**config.mk**
```make
export PLATFORM = sky130hd
export DESIGN_NAME = sia_top
export DESIGN_NICKNAME = d
export VERILOG_FILES = /design/src/sia_pkg.sv /design/src/sia_route_if.sv /design/src/sia_in_select.sv /design/src/sia_out_router.sv /design/src/sia_top.sv
export SDC_FILE = /design/constraint.sdc
export NUM_CORES = 1
export LEC_CHECK = 0
export BUFFER_PORTS_ARGS = -buffer_cell sky130_fd_sc_hd__buf_2
export CORE_MARGIN = 2
export CORE_UTILIZATION = 35
export CTS_CLUSTER_DIAMETER = 60
export CTS_CLUSTER_SIZE = 30
export DETAILED_ROUTE_END_ITERATION = 12
export SYNTH_ARGS = -nofsm -noshare
export SYNTH_HDL_FRONTEND = slang
export SYNTH_SLANG_ARGS = --single-unit
export TNS_END_PERCENT = 100
```
**constraint.sdc**
```tcl
create_clock -name clk_sys -period 3.8 [get_ports clk_sys]
set_input_delay 0.95 -clock clk_sys [delete_from_list [all_inputs] [get_ports clk_sys]]
set_output_delay 0.95 -clock clk_sys [all_outputs]
set_load 0.01 [all_outputs]
```
**src/sia_pkg.sv**
```systemverilog
// package: allocation word layouts, terminal selector codes and factory values
package sia_pkg;
	localparam int unsigned SIA_NUM_TERM       = 7;
	localparam int unsigned SIA_NUM_OUT        = 3;
	localparam int unsigned SIA_NUM_OFUNC      = 9;
	localparam int unsigned SIA_NUM_IFUNC      = 2;
	localparam int unsigned SIA_DIGIT_W        = 4;
	localparam int unsigned SIA_WORD_W         = 16;
	// digit positions inside the allocation words
	localparam int unsigned SIA_IA_FREE_DIG    = 0;
	localparam int unsigned SIA_IA_SON_DIG     = 1;
	localparam int unsigned SIA_IB_FCL_DIG     = 2;
	// input selector codes
	localparam logic [3:0]  SIA_SEL_TERM_MAX   = 4'h6;
	localparam logic [3:0]  SIA_SEL_ON         = 4'h7;
	localparam logic [3:0]  SIA_SEL_OFF        = 4'h8;
	localparam logic [3:0]  SIA_SEL_INV_BASE   = 4'h9;
	localparam logic [3:0]  SIA_FREE_EN        = 4'h1;
	// output selector codes: 0 unused, 1..3 circuit
	localparam logic [3:0]  SIA_OSEL_NONE      = 4'h0;
	// reset values of the allocation words
	localparam logic [15:0] SIA_IA_RST         = 16'h2100;
	localparam logic [15:0] SIA_IB_RST         = 16'h6543;
	localparam logic [15:0] SIA_OA_RST         = 16'h3211;
	localparam logic [15:0] SIA_OB_RST         = 16'h0000;
	localparam logic [15:0] SIA_OC_RST         = 16'h0000;
	localparam logic [15:0] SIA_POL_RST        = 16'h0000;
	// output function order in the function vector
	localparam int unsigned SIA_F_POS_DONE     = 0;
	localparam int unsigned SIA_F_NEAR         = 8;
endpackage : sia_pkg

```
**src/sia_route_if.sv**
```systemverilog
// interface: function vector and routing selectors between top and output router
`timescale 1ns/100ps
`default_nettype none
interface sia_route_if;
	import sia_pkg::*;
	logic [SIA_NUM_OFUNC-1:0]             func;
	logic [SIA_NUM_OFUNC*SIA_DIGIT_W-1:0] sel;
	logic [SIA_NUM_OUT-1:0]               pol;
	logic [SIA_NUM_OUT-1:0]               circ;
	modport top (output func, output sel, output pol, input circ);
	modport rtr (input func, input sel, input pol, output circ);
endinterface : sia_route_if
`default_nettype wire

```
**src/sia_in_select.sv**
```systemverilog
// input selector: maps one function to a terminal or a constant
`timescale 1ns/100ps
`default_nettype none
module sia_in_select
	import sia_pkg::*;
(
	// selector and terminals
	input  wire logic [3:0]              sel,
	input  wire logic [SIA_NUM_TERM-1:0] term_act,
	// result
	output logic                         active
);
	wire logic [3:0] inv_idx = sel - SIA_SEL_INV_BASE;
	wire logic       pick_n  = (sel <= SIA_SEL_TERM_MAX) ? term_act[sel[2:0]] : 1'b0;
	wire logic       pick_i  = (sel >= SIA_SEL_INV_BASE) ? ~term_act[inv_idx[2:0]] : 1'b0;
	// 9..f maps onto terminals 0..6 with sense turned round
	assign active = (sel == SIA_SEL_ON) ? 1'b1 :
	                (sel == SIA_SEL_OFF) ? 1'b0 :
	                (sel <= SIA_SEL_TERM_MAX) ? pick_n : pick_i;
endmodule : sia_in_select
`default_nettype wire

```
**src/sia_out_router.sv**
```systemverilog
// output router: or-combines functions per circuit and applies polarity
`timescale 1ns/100ps
`default_nettype none
module sia_out_router
	import sia_pkg::*;
(
	// routing carrier
	sia_route_if.rtr rt
);
	// per circuit or of every function whose selector names it
	genvar c;
	generate
		for (c = 0; c < SIA_NUM_OUT; c++)
		begin : g_circ
			logic [SIA_NUM_OFUNC-1:0] hit;
			genvar f;
			for (f = 0; f < SIA_NUM_OFUNC; f++)
			begin : g_f
				assign hit[f] = rt.func[f] &&
					(rt.sel[f*SIA_DIGIT_W +: SIA_DIGIT_W] == 4'(c + 1));
			end
			// polarity applied after the or so inversion is per circuit
			assign rt.circ[c] = (|hit) ^ rt.pol[c];
		end
	endgenerate
endmodule : sia_out_router
`default_nettype wire

```
**src/sia_top.sv**
```systemverilog
// top: sequence input allocation, output allocation and polarity control
// Contract
// - output selector 1-3 picks circuit, 0 unused
// - shared output circuit carries or of functions
// - functions undetected in current mode are invalid
// - word a digits route done, match, motion, ready
// - word b/c route force, speed, brake, warn, near
// - input word a digit0 one enables free allocation
// - input word a digit1 selects servo-on terminal
// - input word b digit2 selects force-limit terminal
// - edited words apply only after power cycle
// - sink wiring: low level means input active
// - monitor word shows every sequence input status
// - codes 0-6 terminal, 7 on, 8 off, 9-f inverted
`timescale 1ns/100ps
`default_nettype none
module sia_top
	import sia_pkg::*;
#(
	parameter int unsigned NUM_TERM = SIA_NUM_TERM
)
(
	// clock and reset
	input  wire logic                  clk_sys,
	input  wire logic                  rstn,
	// parameter edit port (stored words)
	input  wire logic                  par_we,
	input  wire logic [2:0]            par_idx,
	input  wire logic [15:0]           par_wdata,
	output logic      [15:0]           par_rdata,
	// power-on apply strobe from the supervisor
	input  wire logic                  power_cycle,
	// control mode: high while position control is active
	input  wire logic                  pos_mode,
	// sequence input terminals of the io connector (electrical level)
	input  wire logic [NUM_TERM-1:0]   seq_in_pin,
	input  wire logic                  source_wiring,
	// functions from the drive core
	input  wire logic [SIA_NUM_OFUNC-1:0] out_func,
	// results
	output logic                       servo_on_req,
	output logic                       fwd_force_limit_input,
	output logic      [NUM_TERM-1:0]   input_status_monitor,
	output logic      [SIA_NUM_OUT-1:0] out_circuit
);
	// selector codes only reach seven terminals, so other counts are refused
	if (NUM_TERM != SIA_NUM_TERM)
	begin : g_bad_term
		$error("sia_top: terminal count must be seven");
	end

	// stored words: edits land here but do not steer the logic
	logic [15:0] st_ia_q, st_ib_q, st_oa_q, st_ob_q, st_oc_q, st_pol_q;
	// active words: loaded only on a power cycle
	logic [15:0] ia_q, ib_q, oa_q, ob_q, oc_q, pol_q;
	logic [NUM_TERM-1:0] sync1_q, sync2_q;
	logic                src1_q, src2_q;
	logic                son_q, fcl_q;
	logic [SIA_NUM_OUT-1:0] circ_q;
	logic [NUM_TERM-1:0] mon_q;

	always_ff @(posedge clk_sys or negedge rstn)
	begin
		if (!rstn)
		begin
			st_ia_q  <= SIA_IA_RST;
			st_ib_q  <= SIA_IB_RST;
			st_oa_q  <= SIA_OA_RST;
			st_ob_q  <= SIA_OB_RST;
			st_oc_q  <= SIA_OC_RST;
			st_pol_q <= SIA_POL_RST;
		end
		else if (par_we)
		begin
			case (par_idx)
				3'h0: st_ia_q  <= par_wdata;
				3'h1: st_ib_q  <= par_wdata;
				3'h2: st_oa_q  <= par_wdata;
				3'h3: st_ob_q  <= par_wdata;
				3'h4: st_oc_q  <= par_wdata;
				3'h5: st_pol_q <= par_wdata;
				default: ;
			endcase
		end
	end

	// edits take effect only at a restart
	always_ff @(posedge clk_sys or negedge rstn)
	begin
		if (!rstn)
		begin
			ia_q  <= SIA_IA_RST;
			ib_q  <= SIA_IB_RST;
			oa_q  <= SIA_OA_RST;
			ob_q  <= SIA_OB_RST;
			oc_q  <= SIA_OC_RST;
			pol_q <= SIA_POL_RST;
		end
		else if (power_cycle)
		begin
			ia_q  <= st_ia_q;
			ib_q  <= st_ib_q;
			oa_q  <= st_oa_q;
			ob_q  <= st_ob_q;
			oc_q  <= st_oc_q;
			pol_q <= st_pol_q;
		end
	end

	// read back of stored words; unmapped index reads zero
	assign par_rdata = (par_idx == 3'h0) ? st_ia_q :
	                   (par_idx == 3'h1) ? st_ib_q :
	                   (par_idx == 3'h2) ? st_oa_q :
	                   (par_idx == 3'h3) ? st_ob_q :
	                   (par_idx == 3'h4) ? st_oc_q :
	                   (par_idx == 3'h5) ? st_pol_q :
	                   (par_idx == 3'h6) ? {{(16-NUM_TERM){1'b0}}, mon_q} : 16'h0000;

	// pins are asynchronous to clk_sys: two flops before use
	always_ff @(posedge clk_sys or negedge rstn)
	begin
		if (!rstn)
		begin
			sync1_q <= '1;
			sync2_q <= '1;
			src1_q  <= 1'b0;
			src2_q  <= 1'b0;
		end
		else
		begin
			sync1_q <= seq_in_pin;
			sync2_q <= sync1_q;
			src1_q  <= source_wiring;
			src2_q  <= src1_q;
		end
	end

	// sink wiring: low level is on; source wiring reverses it
	wire logic [NUM_TERM-1:0] term_act = src2_q ? sync2_q : ~sync2_q;

	// fixed allocation keeps servo-on on terminal 0, force limit on 5
	wire logic       free_en = (ia_q[SIA_IA_FREE_DIG*4 +: 4] == SIA_FREE_EN);
	wire logic [3:0] son_sel = free_en ? ia_q[SIA_IA_SON_DIG*4 +: 4] : 4'h0;
	wire logic [3:0] fcl_sel = free_en ? ib_q[SIA_IB_FCL_DIG*4 +: 4] : 4'h5;
	logic son_act, fcl_act;

	sia_in_select u_son (
		.sel      (son_sel),
		.term_act (term_act),
		.active   (son_act)
	);
	sia_in_select u_fcl (
		.sel      (fcl_sel),
		.term_act (term_act),
		.active   (fcl_act)
	);

	// mode gating: positioning-complete and near are position-only flags
	wire logic [SIA_NUM_OFUNC-1:0] mode_ok = pos_mode ? '1 :
		~((SIA_NUM_OFUNC'(1) << SIA_F_POS_DONE) | (SIA_NUM_OFUNC'(1) << SIA_F_NEAR));

	sia_route_if rt ();
	assign rt.func = out_func & mode_ok;
	// selector order: word a digits 0..3, word b digits 0..3, word c digit 0
	assign rt.sel  = {oc_q[3:0], ob_q, oa_q};
	assign rt.pol  = pol_q[SIA_NUM_OUT-1:0];

	sia_out_router u_rtr (
		.rt (rt)
	);

	// registered outputs
	always_ff @(posedge clk_sys or negedge rstn)
	begin
		if (!rstn)
		begin
			son_q  <= 1'b0;
			fcl_q  <= 1'b0;
			circ_q <= '0;
			mon_q  <= '0;
		end
		else
		begin
			son_q  <= son_act;
			fcl_q  <= fcl_act;
			circ_q <= rt.circ;
			mon_q  <= term_act;
		end
	end

	assign servo_on_req          = son_q;
	assign fwd_force_limit_input = fcl_q;
	assign out_circuit           = circ_q;
	assign input_status_monitor  = mon_q;

	// a power cycle must make an edit visible one cycle later
	apply_word_a: assert property (@(posedge clk_sys) disable iff (!rstn)
		power_cycle |=> (oa_q == $past(st_oa_q))) else $error("allocation not applied");
	hold_word_a: assert property (@(posedge clk_sys) disable iff (!rstn)
		!power_cycle |=> $stable(oa_q)) else $error("allocation changed without restart");
	forced_on_a: assert property (@(posedge clk_sys) disable iff (!rstn)
		(son_sel == SIA_SEL_ON) |=> servo_on_req) else $error("forced on not active");
	forced_off_a: assert property (@(posedge clk_sys) disable iff (!rstn)
		(fcl_sel == SIA_SEL_OFF) |=> !fwd_force_limit_input) else $error("forced off active");
	sink_sense_a: assert property (@(posedge clk_sys) disable iff (!rstn)
		(!src2_q && son_sel == 4'h0) |=> (servo_on_req == !$past(sync2_q[0]))) else $error("sink sense wrong");
	pos_done_gate_a: assert property (@(posedge clk_sys) disable iff (!rstn)
		(!pos_mode && oa_q[3:0] == 4'h1 && oa_q[15:4] == 12'h000 && ob_q == 16'h0000 && oc_q[3:0] == 4'h0 && !pol_q[0])
		|=> !out_circuit[0]) else $error("position done not invalid");
	or_merge_a: assert property (@(posedge clk_sys) disable iff (!rstn)
		(rt.func[1] && oa_q[7:4] == 4'h2 && !pol_q[1]) |=> out_circuit[1]) else $error("or merge lost");
	pol_inv_a: assert property (@(posedge clk_sys) disable iff (!rstn)
		(pol_q[2] && oa_q == 16'h0000 && ob_q == 16'h0000 && oc_q[3:0] == 4'h0)
		|=> out_circuit[2]) else $error("idle circuit not inverted");
	monitor_a: assert property (@(posedge clk_sys) disable iff (!rstn)
		1'b1 |=> (input_status_monitor == ($past(src2_q) ? $past(sync2_q) : ~$past(sync2_q))))
		else $error("monitor stale");
endmodule : sia_top
`default_nettype wire

```
==> flow_metrics.py, run 1 <==
metrics = {
    "run_status": {
        "run_status": "finished, final reports clean",
    },
    "sta": {
        "clock_skew_ps": 5.194,
        "grt_setup_unrepaired": "no",
        "worst_pin_slew_ps": 914.5,
        "achievable-frequency_mhz": 278.4,
        "report.final.hold_viol_count": 0,
        "final-max-slew-violation-count": 0,
        "period_minus_slack_ps": 3592,
        "timing.final.setup_violations": 0,
        "finalCritPeriodShare_pct": 94.52,
        "maxSlewHeadroom_pct": 38.86,
        "hold-worst-slack_ps": 346.1,
        "post-route-worst-setup-slack_ps": 208.2,
        "totalNegativeSetupSlack_ps": 0,
    },
    "final_layout": {
        "final_cells": 938,
        "post-route-cell-area_um2": 9136,
        "diodes": 0,
        "post-route-util_pct": 41.74,
        "ff_latch_area_um2": 4423,
        "syn_to_final_growth_pct": 16.66,
        "area_occupied_by_multi_input_gates_um2": 3222,
        "fillerInstances": 2050,
        "final_layout_size_suffix_gt1_share_pct": 23.86,
        "num-nets-final": 686,
    },
    "grt": {
        "grt_use_total_pct": 16.23,
        "grt_pass1_vias": 5294,
        "largest_net_degree_at_the_start_of_global_routing": 92,
        "number_of_antenna_violations_at_the_first_check_in_global_routing": 0,
        "globalRoute.totalOverflow": 0,
        "grt_first_pass_wirelength_um": 29970,
    },
    "placement": {
        "post_place_instance_area_um2": 8518,
        "portBuffers": 68,
        "place_hpwl_um": 13230,
        "gpl.final_weighted_congestion": 0.8618,
        "post-place-cells": 906,
        "place_worst_setup_slack_ps": 238.0,
    },
    "floorplan": {
        "core.rowCount": 54,
        "area_of_the_core_um2": 21890,
        "fp.dieW_um": 153.6,
        "ioPinCount": 69,
        "design.die.area_um2": 23590,
        "start_util_pct": 35.77,
        "die_h_um": 153.6,
    },
    "cts": {
        "tritoncts": "done",
        "clock_sink_count": 175,
        "h_tree_lvls": 4,
        "ctsLongestPathBuffers": 2,
        "postCtsSetupRepairBufs": 0,
        "cts_hold_buf": 0,
        "clock-root-buffer": "sky130_fd_sc_hd__clkbuf_16",
        "worstSkewPairLatency_ps": 430,
        "cts_inserted_buffers": 17,
        "cts.clk_slew.worst_paths_ps": 60,
        "cts_repair_resized_insts": 0,
    },
    "power": {
        "pd_cells_nw_per_um2": 588.1,
        "cellLeakagePower_nw": 3.886,
        "power.total_mw": 5.373,
        "vdd.ir_drop.worst_v": 0.0003160,
    },
    "routing": {
        "dr.first_iter.drc_count": 320,
        "detailed_route_wire_length_per_cell_um": 19.57,
        "postRouteWirelength_um": 18360,
        "drt-vias-per-instance": 5.310,
        "router_iterations_before_antenna_repair": 4,
        "route.detailed.drc": 0,
        "route.vias.total": 4981,
        "count_of_nets_left_with_antenna_violations_after_detail_routing": 0,
    },
    "critical_path": {
        "cp-start-kind": "input port",
        "max_stage_delay_ps": 500,
        "worst_ep_arrival_time_ps": 2640,
        "crit_path_max_fanout": 18,
        "crit_top_cell": "sky130_fd_sc_hd__buf_2",
        "largest_delay_contributor_family_on_the_critical_path": "compound AO/OA/AOI/OAI gates",
        "critical_path.endpoint_type": "output pin",
        "cell_breakdown_of_the_critical_path": "buf_2, mux2_1, a221oi_1, a21oi_1, a21o_1, buf_2",
        "cp_slowest_cell": "sky130_fd_sc_hd__a221oi_1",
        "cp.buffers_inverters": 2,
        "setup.worst_path.class": "in2out",
        "cp_data_required_time_ps": 2850,
    },
    "yosys": {
        "synthesis.area_um2": 7831,
        "post_synth_most_frequent_cells": "sky130_fd_sc_hd__mux2_1 (159), sky130_fd_sc_hd__dfrtp_1 (140), sky130_fd_sc_hd__dfstp_2 (35)",
        "yosys_most_used_dff": "sky130_fd_sc_hd__dfrtp_1",
        "synth_area_leaders": "sky130_fd_sc_hd__dfrtp_1 (45%), sky130_fd_sc_hd__mux2_1 (23%), sky130_fd_sc_hd__dfstp_2 (12%)",
        "postSynthNetCount": 618,
        "synth.most_common_cell": "sky130_fd_sc_hd__mux2_1",
        "yosys_warnings": 0,
        "synth_largest_area_cell": "sky130_fd_sc_hd__dfrtp_1",
        "synth.ff_latch_count": 175,
        "synth_enable_flop_cells": 0,
        "avgSynthCellArea_um2": 13.57,
        "ys_seq_area_share_pct": 56.48,
        "post_synthesis_cell_type_count": 50,
        "synth.top_cell.area_share_pct": 44.74,
        "synth_async_sr_flop_share_pct": 100.0,
        "syn_inst": 577,
    },
    "run": {
        "drv.max_cap_violation_count": 0,
    },
    "min_path": {
        "min_path_type": "reg2reg",
    },
}
==> power by group <==
| part | switching, mW | total (mW) | internal [mW] |
|---|---|---|---|
| sequential | 0.337 | 2.65 | 2.32 |
| combinational | 0.425 | 0.884 | 0.459 |
| clock | 0.734 | 1.84 | 1.10 |
==> final timing paths <==
| check | startpoint | cells after the start | end | slack [ps] |
|---|---|---|---|---|
| worst min-delay path | src1_q | 0 | src2_q | 350 |
| worst max register to register | src2_q | 5 | fwd_force_limit_input | 1810 |
| worst max-delay path | par_idx[0] | 6 | par_rdata[3] | 210 |
| worst min register to register | src1_q | 0 | src2_q | 350 |
| max in group asynchronous | rstn | 2 | st_ia_q[13] | 2300 |
| min in group asynchronous | rstn | 1 | fwd_force_limit_input | 580 |
==> sequential cells by signal (all words and copies together), names as in the netlist, 3 cells and up <==
signal,flops
oa_q,16
sync2_q,7
ib_q,4
pol_q,3
st_ib_q,16
st_oc_q,16
st_ia_q,16
sync1_q,7
ob_q,16
oc_q,4
st_ob_q,16
out_circuit,3
input_status_monitor,7
st_pol_q,16
st_oa_q,16
ia_q,8
==> worst register-to-register path, cell delays in order, from the launching register on <==
cell,delay (ps)
sky130_fd_sc_hd__dfrtp_1,760
sky130_fd_sc_hd__xor2_1,440
sky130_fd_sc_hd__nand3_1,130
sky130_fd_sc_hd__nand3_1,100
sky130_fd_sc_hd__a211oi_1,50
sky130_fd_sc_hd__nor4_1,380
==> cell usage in the layout, fill, tap and decap left out, types with 3 or more instances in the layout <==
cell	instances
sky130_fd_sc_hd__nand4b_1	6
sky130_fd_sc_hd__inv_1	5
sky130_fd_sc_hd__nor2_1	12
sky130_fd_sc_hd__o21ai_1	11
sky130_fd_sc_hd__nand3_1	16
sky130_fd_sc_hd__o2111ai_1	4
sky130_fd_sc_hd__xor2_1	3
sky130_fd_sc_hd__nand3b_1	3
sky130_fd_sc_hd__clkinv_2	3
sky130_fd_sc_hd__xnor2_1	13
sky130_fd_sc_hd__a22oi_1	16
sky130_fd_sc_hd__buf_2	67
sky130_fd_sc_hd__mux2i_1	19
sky130_fd_sc_hd__o221ai_1	3
sky130_fd_sc_hd__o211ai_1	3
sky130_fd_sc_hd__dfrtp_1	140
sky130_fd_sc_hd__a21oi_1	11
sky130_fd_sc_hd__clkbuf_16	17
sky130_fd_sc_hd__nand2_1	19
sky130_fd_sc_hd__buf_12	3
sky130_fd_sc_hd__buf_4	12
sky130_fd_sc_hd__o22ai_1	10
sky130_fd_sc_hd__bufinv_16	4
sky130_fd_sc_hd__mux2_1	159
sky130_fd_sc_hd__inv_6	3
sky130_fd_sc_hd__a211oi_1	7
sky130_fd_sc_hd__dfstp_2	35
sky130_fd_sc_hd__a221o_1	6
sky130_fd_sc_hd__nand4_1	4
sky130_fd_sc_hd__nor3_1	4
sky130_fd_sc_hd__and3_1	3
==> area by class of cell <==
cell class / count / share of cell area, %
Multi-Input combinational cell: 361 / 35.26
Inverter: 7 / 0.2876
Tap cell: 280 / 3.835
Sequential cell: 175 / 48.41
Clock buffer: 18 / 4.697
Timing Repair Buffer: 83 / 5.437
Clock inverter: 14 / 2.068
==> cells by family after synthesis <==
logic type                synth area share (%)
and+or+nand+nor                          6.343
xor gates and xnor gates                 1.789
DFF                                      56.48
buffers and inverters                    2.380
AOI/OAI and AO/OA                        7.142
muxes                                    25.87
==> layer usage <==
layer / wire length [µm] / GRT usage [%] / vias up
met4: 454 / 6.509 / 0
li1: - / - / 2275
met3: 616 / 3.044 / 27
met5: 0 / 0 / -
met2: 8997 / 26.29 / 103
met1: 8288 / 21.58 / 2576
Power figures use the tool's default switching activity.
==> run 2, diff against run 1 <==
--- a/config.mk
+++ b/config.mk
@@ -8,6 +8,7 @@
 export BUFFER_PORTS_ARGS = -buffer_cell sky130_fd_sc_hd__buf_2
 export CORE_MARGIN = 2
 export CORE_UTILIZATION = 35
+export CTS_BUF_LIST = sky130_fd_sc_hd__clkbuf_4
 export CTS_CLUSTER_DIAMETER = 60
 export CTS_CLUSTER_SIZE = 30
 export DETAILED_ROUTE_END_ITERATION = 12
==> run 2 against run 1 <==
Sequential power about the same. Worst hold slack better by 14 ps. Maximum frequency about the same. Largest power group unchanged.
==> flow_metrics.py, run 2 (synthesis results as in run 1) <==
metrics = {
    "run_status": {
        "run_status": "finished, final reports clean",
    },
    "final_layout": {
        "syn_to_final_growth_pct": 12.91,
        "diodes": 0,
        "post-route-cell-area_um2": 8842,
        "num-nets-final": 686,
        "mostFrequentLayoutCells": "sky130_fd_sc_hd__mux2_1 (159), sky130_fd_sc_hd__dfrtp_1 (140), sky130_fd_sc_hd__buf_2 (67)",
        "layout_commonest_cell": "sky130_fd_sc_hd__mux2_1",
        "final_layout_size_suffix_gt1_share_pct": 24.01,
    },
    "critical_path": {
        "cp_data_required_time_ps": 2850,
        "cell_count_of_the_worst_reg_to_reg_path": 5,
        "cp-start-kind": "input port",
        "rr_startpoint": "src2_q",
        "crit_path_max_fanout": 18,
        "rrSetupSlack_ps": 1810,
        "crit-reg2reg-capture": "fwd_force_limit_input",
        "setup.worst_path.class": "in2out",
        "critical_path.endpoint_type": "output pin",
        "worst_ep_arrival_time_ps": 2640,
    },
    "cts": {
        "cts_hold_buf": 0,
        "cts_repair_resized_insts": 0,
        "cts.clk_slew.worst_paths_ps": 120,
        "worstSkewPairLatency_ps": 590,
        "clock_sink_count": 175,
        "h_tree_lvls": 4,
        "tritoncts": "done",
        "cts_inserted_buffers": 17,
        "postCtsSetupRepairBufs": 0,
        "ctsLongestPathBuffers": 2,
        "clock-root-buffer": "sky130_fd_sc_hd__clkbuf_4",
    },
    "routing": {
        "drt-vias-per-instance": 5.278,
        "route.layer.met1.wl_um": 8331,
        "postRouteWirelength_um": 18250,
        "detailed_route_wire_length_per_cell_um": 19.46,
        "highest_layer": "met4",
        "route.vias.total": 4951,
        "length_of_routed_met3_wiring_um": 639,
        "wl_met2_um": 8935,
        "dr.first_iter.drc_count": 341,
        "router_iterations_before_antenna_repair": 4,
        "route.detailed.drc": 0,
        "count_of_nets_left_with_antenna_violations_after_detail_routing": 0,
    },
    "placement": {
        "gpl.final_weighted_congestion": 0.8618,
        "post_place_instance_area_um2": 8518,
        "place_hpwl_um": 13230,
        "portBuffers": 68,
    },
    "grt": {
        "number_of_antenna_violations_at_the_first_check_in_global_routing": 0,
        "grt_use_total_pct": 16.15,
        "grt_first_pass_wirelength_um": 29780,
        "grt_pass1_vias": 5232,
        "largest_net_degree_at_the_start_of_global_routing": 92,
        "globalRoute.totalOverflow": 0,
    },
    "sta": {
        "report.final.hold_viol_count": 0,
        "final-max-slew-violation-count": 0,
        "period_minus_slack_ps": 3589,
        "worst_pin_slew_ps": 900.1,
        "finalCritPeriodShare_pct": 94.46,
        "timing.final.setup_violations": 0,
        "clock_skew_ps": 21.22,
        "grt_setup_unrepaired": "no",
        "totalNegativeSetupSlack_ps": 0,
        "achievable-frequency_mhz": 278.6,
        "maxSlewHeadroom_pct": 39.83,
    },
    "min_path": {
        "min_delay_path_depth": 0,
        "worst_hold_path.endpoint": "src2_q",
        "min_path_type": "reg2reg",
        "hold_path.startpoint": "src1_q",
    },
    "floorplan": {
        "fp.dieW_um": 153.6,
        "ioPinCount": 69,
        "design.die.area_um2": 23590,
        "die_h_um": 153.6,
        "core.rowCount": 54,
        "start_util_pct": 35.77,
        "area_of_the_core_um2": 21890,
    },
    "power": {
        "pd_cells_nw_per_um2": 532.9,
        "vdd.ir_drop.worst_v": 0.0002122,
        "cellLeakagePower_nw": 3.759,
    },
    "run": {
        "drv.max_cap_violation_count": 0,
    },
}
==> run 2: cell counts in the layout (fill, tap and decap cells not counted) <==
Identical to the previous run, type by type.
==> run 2: how the worst max path moves through the flow <==
stage                     cells past startpoint             to  slack [ps]  startpoint
after floorplan                               6  par_rdata[12]         680  par_idx[1]
after global placement                        6   par_rdata[3]         220  par_idx[0]
after detailed placement                      6   par_rdata[3]         240  par_idx[0]
after CTS                                     6   par_rdata[3]         220  par_idx[0]
after global routing                          6   par_rdata[3]         190  par_idx[0]
final                                         6   par_rdata[3]         210  par_idx[0]
==> run 2: stage by stage <==
stage	cells	total power [mW]	hold slack (ps)	setup slack [ps]	utilization, %
after floorplan	577	3.171	331.2	678.3	-
after global placement	906	3.519	332.9	224.3	38.91
after CTS	938	4.760	365.1	219.1	40.39
after detailed placement	906	3.575	335.6	238.0	38.91
final	938	4.712	360.3	210.6	40.39
after global routing	938	4.987	372.5	194.4	40.39
==> run 2: metal layers <==
layer / vias to the layer above / global-route usage [%]
met5: - / 0
met4: 0 / 4.369
met3: 24 / 3.890
met2: 109 / 26.07
met1: 2539 / 21.88
li1: 2279 / -
==> run 2: worst max-delay path, cell delays in order <==
cell and delay, ps:
sky130_fd_sc_hd__buf_2 400, sky130_fd_sc_hd__mux2_1 400, sky130_fd_sc_hd__a221oi_1 500, sky130_fd_sc_hd__a21oi_1 80, sky130_fd_sc_hd__a21o_1 170, sky130_fd_sc_hd__buf_2 130
==> run 2: area by class of cell <==
type	instances	area, µm²
fill	2090	13050
sequential	175	4423
clock buffer	18	135.1
clock inverter	14	188.9
multi-input combinational	361	3222
tap	280	350.3
inverter	7	26.28
timing repair buffer	83	496.7
==> run 2: where the power goes <==
part	internal [mW]	switching (mW)	leakage (nW)
sequential	2.31	0.336	2.05
combinational	0.459	0.423	1.54
clock	0.530	0.652	0.171
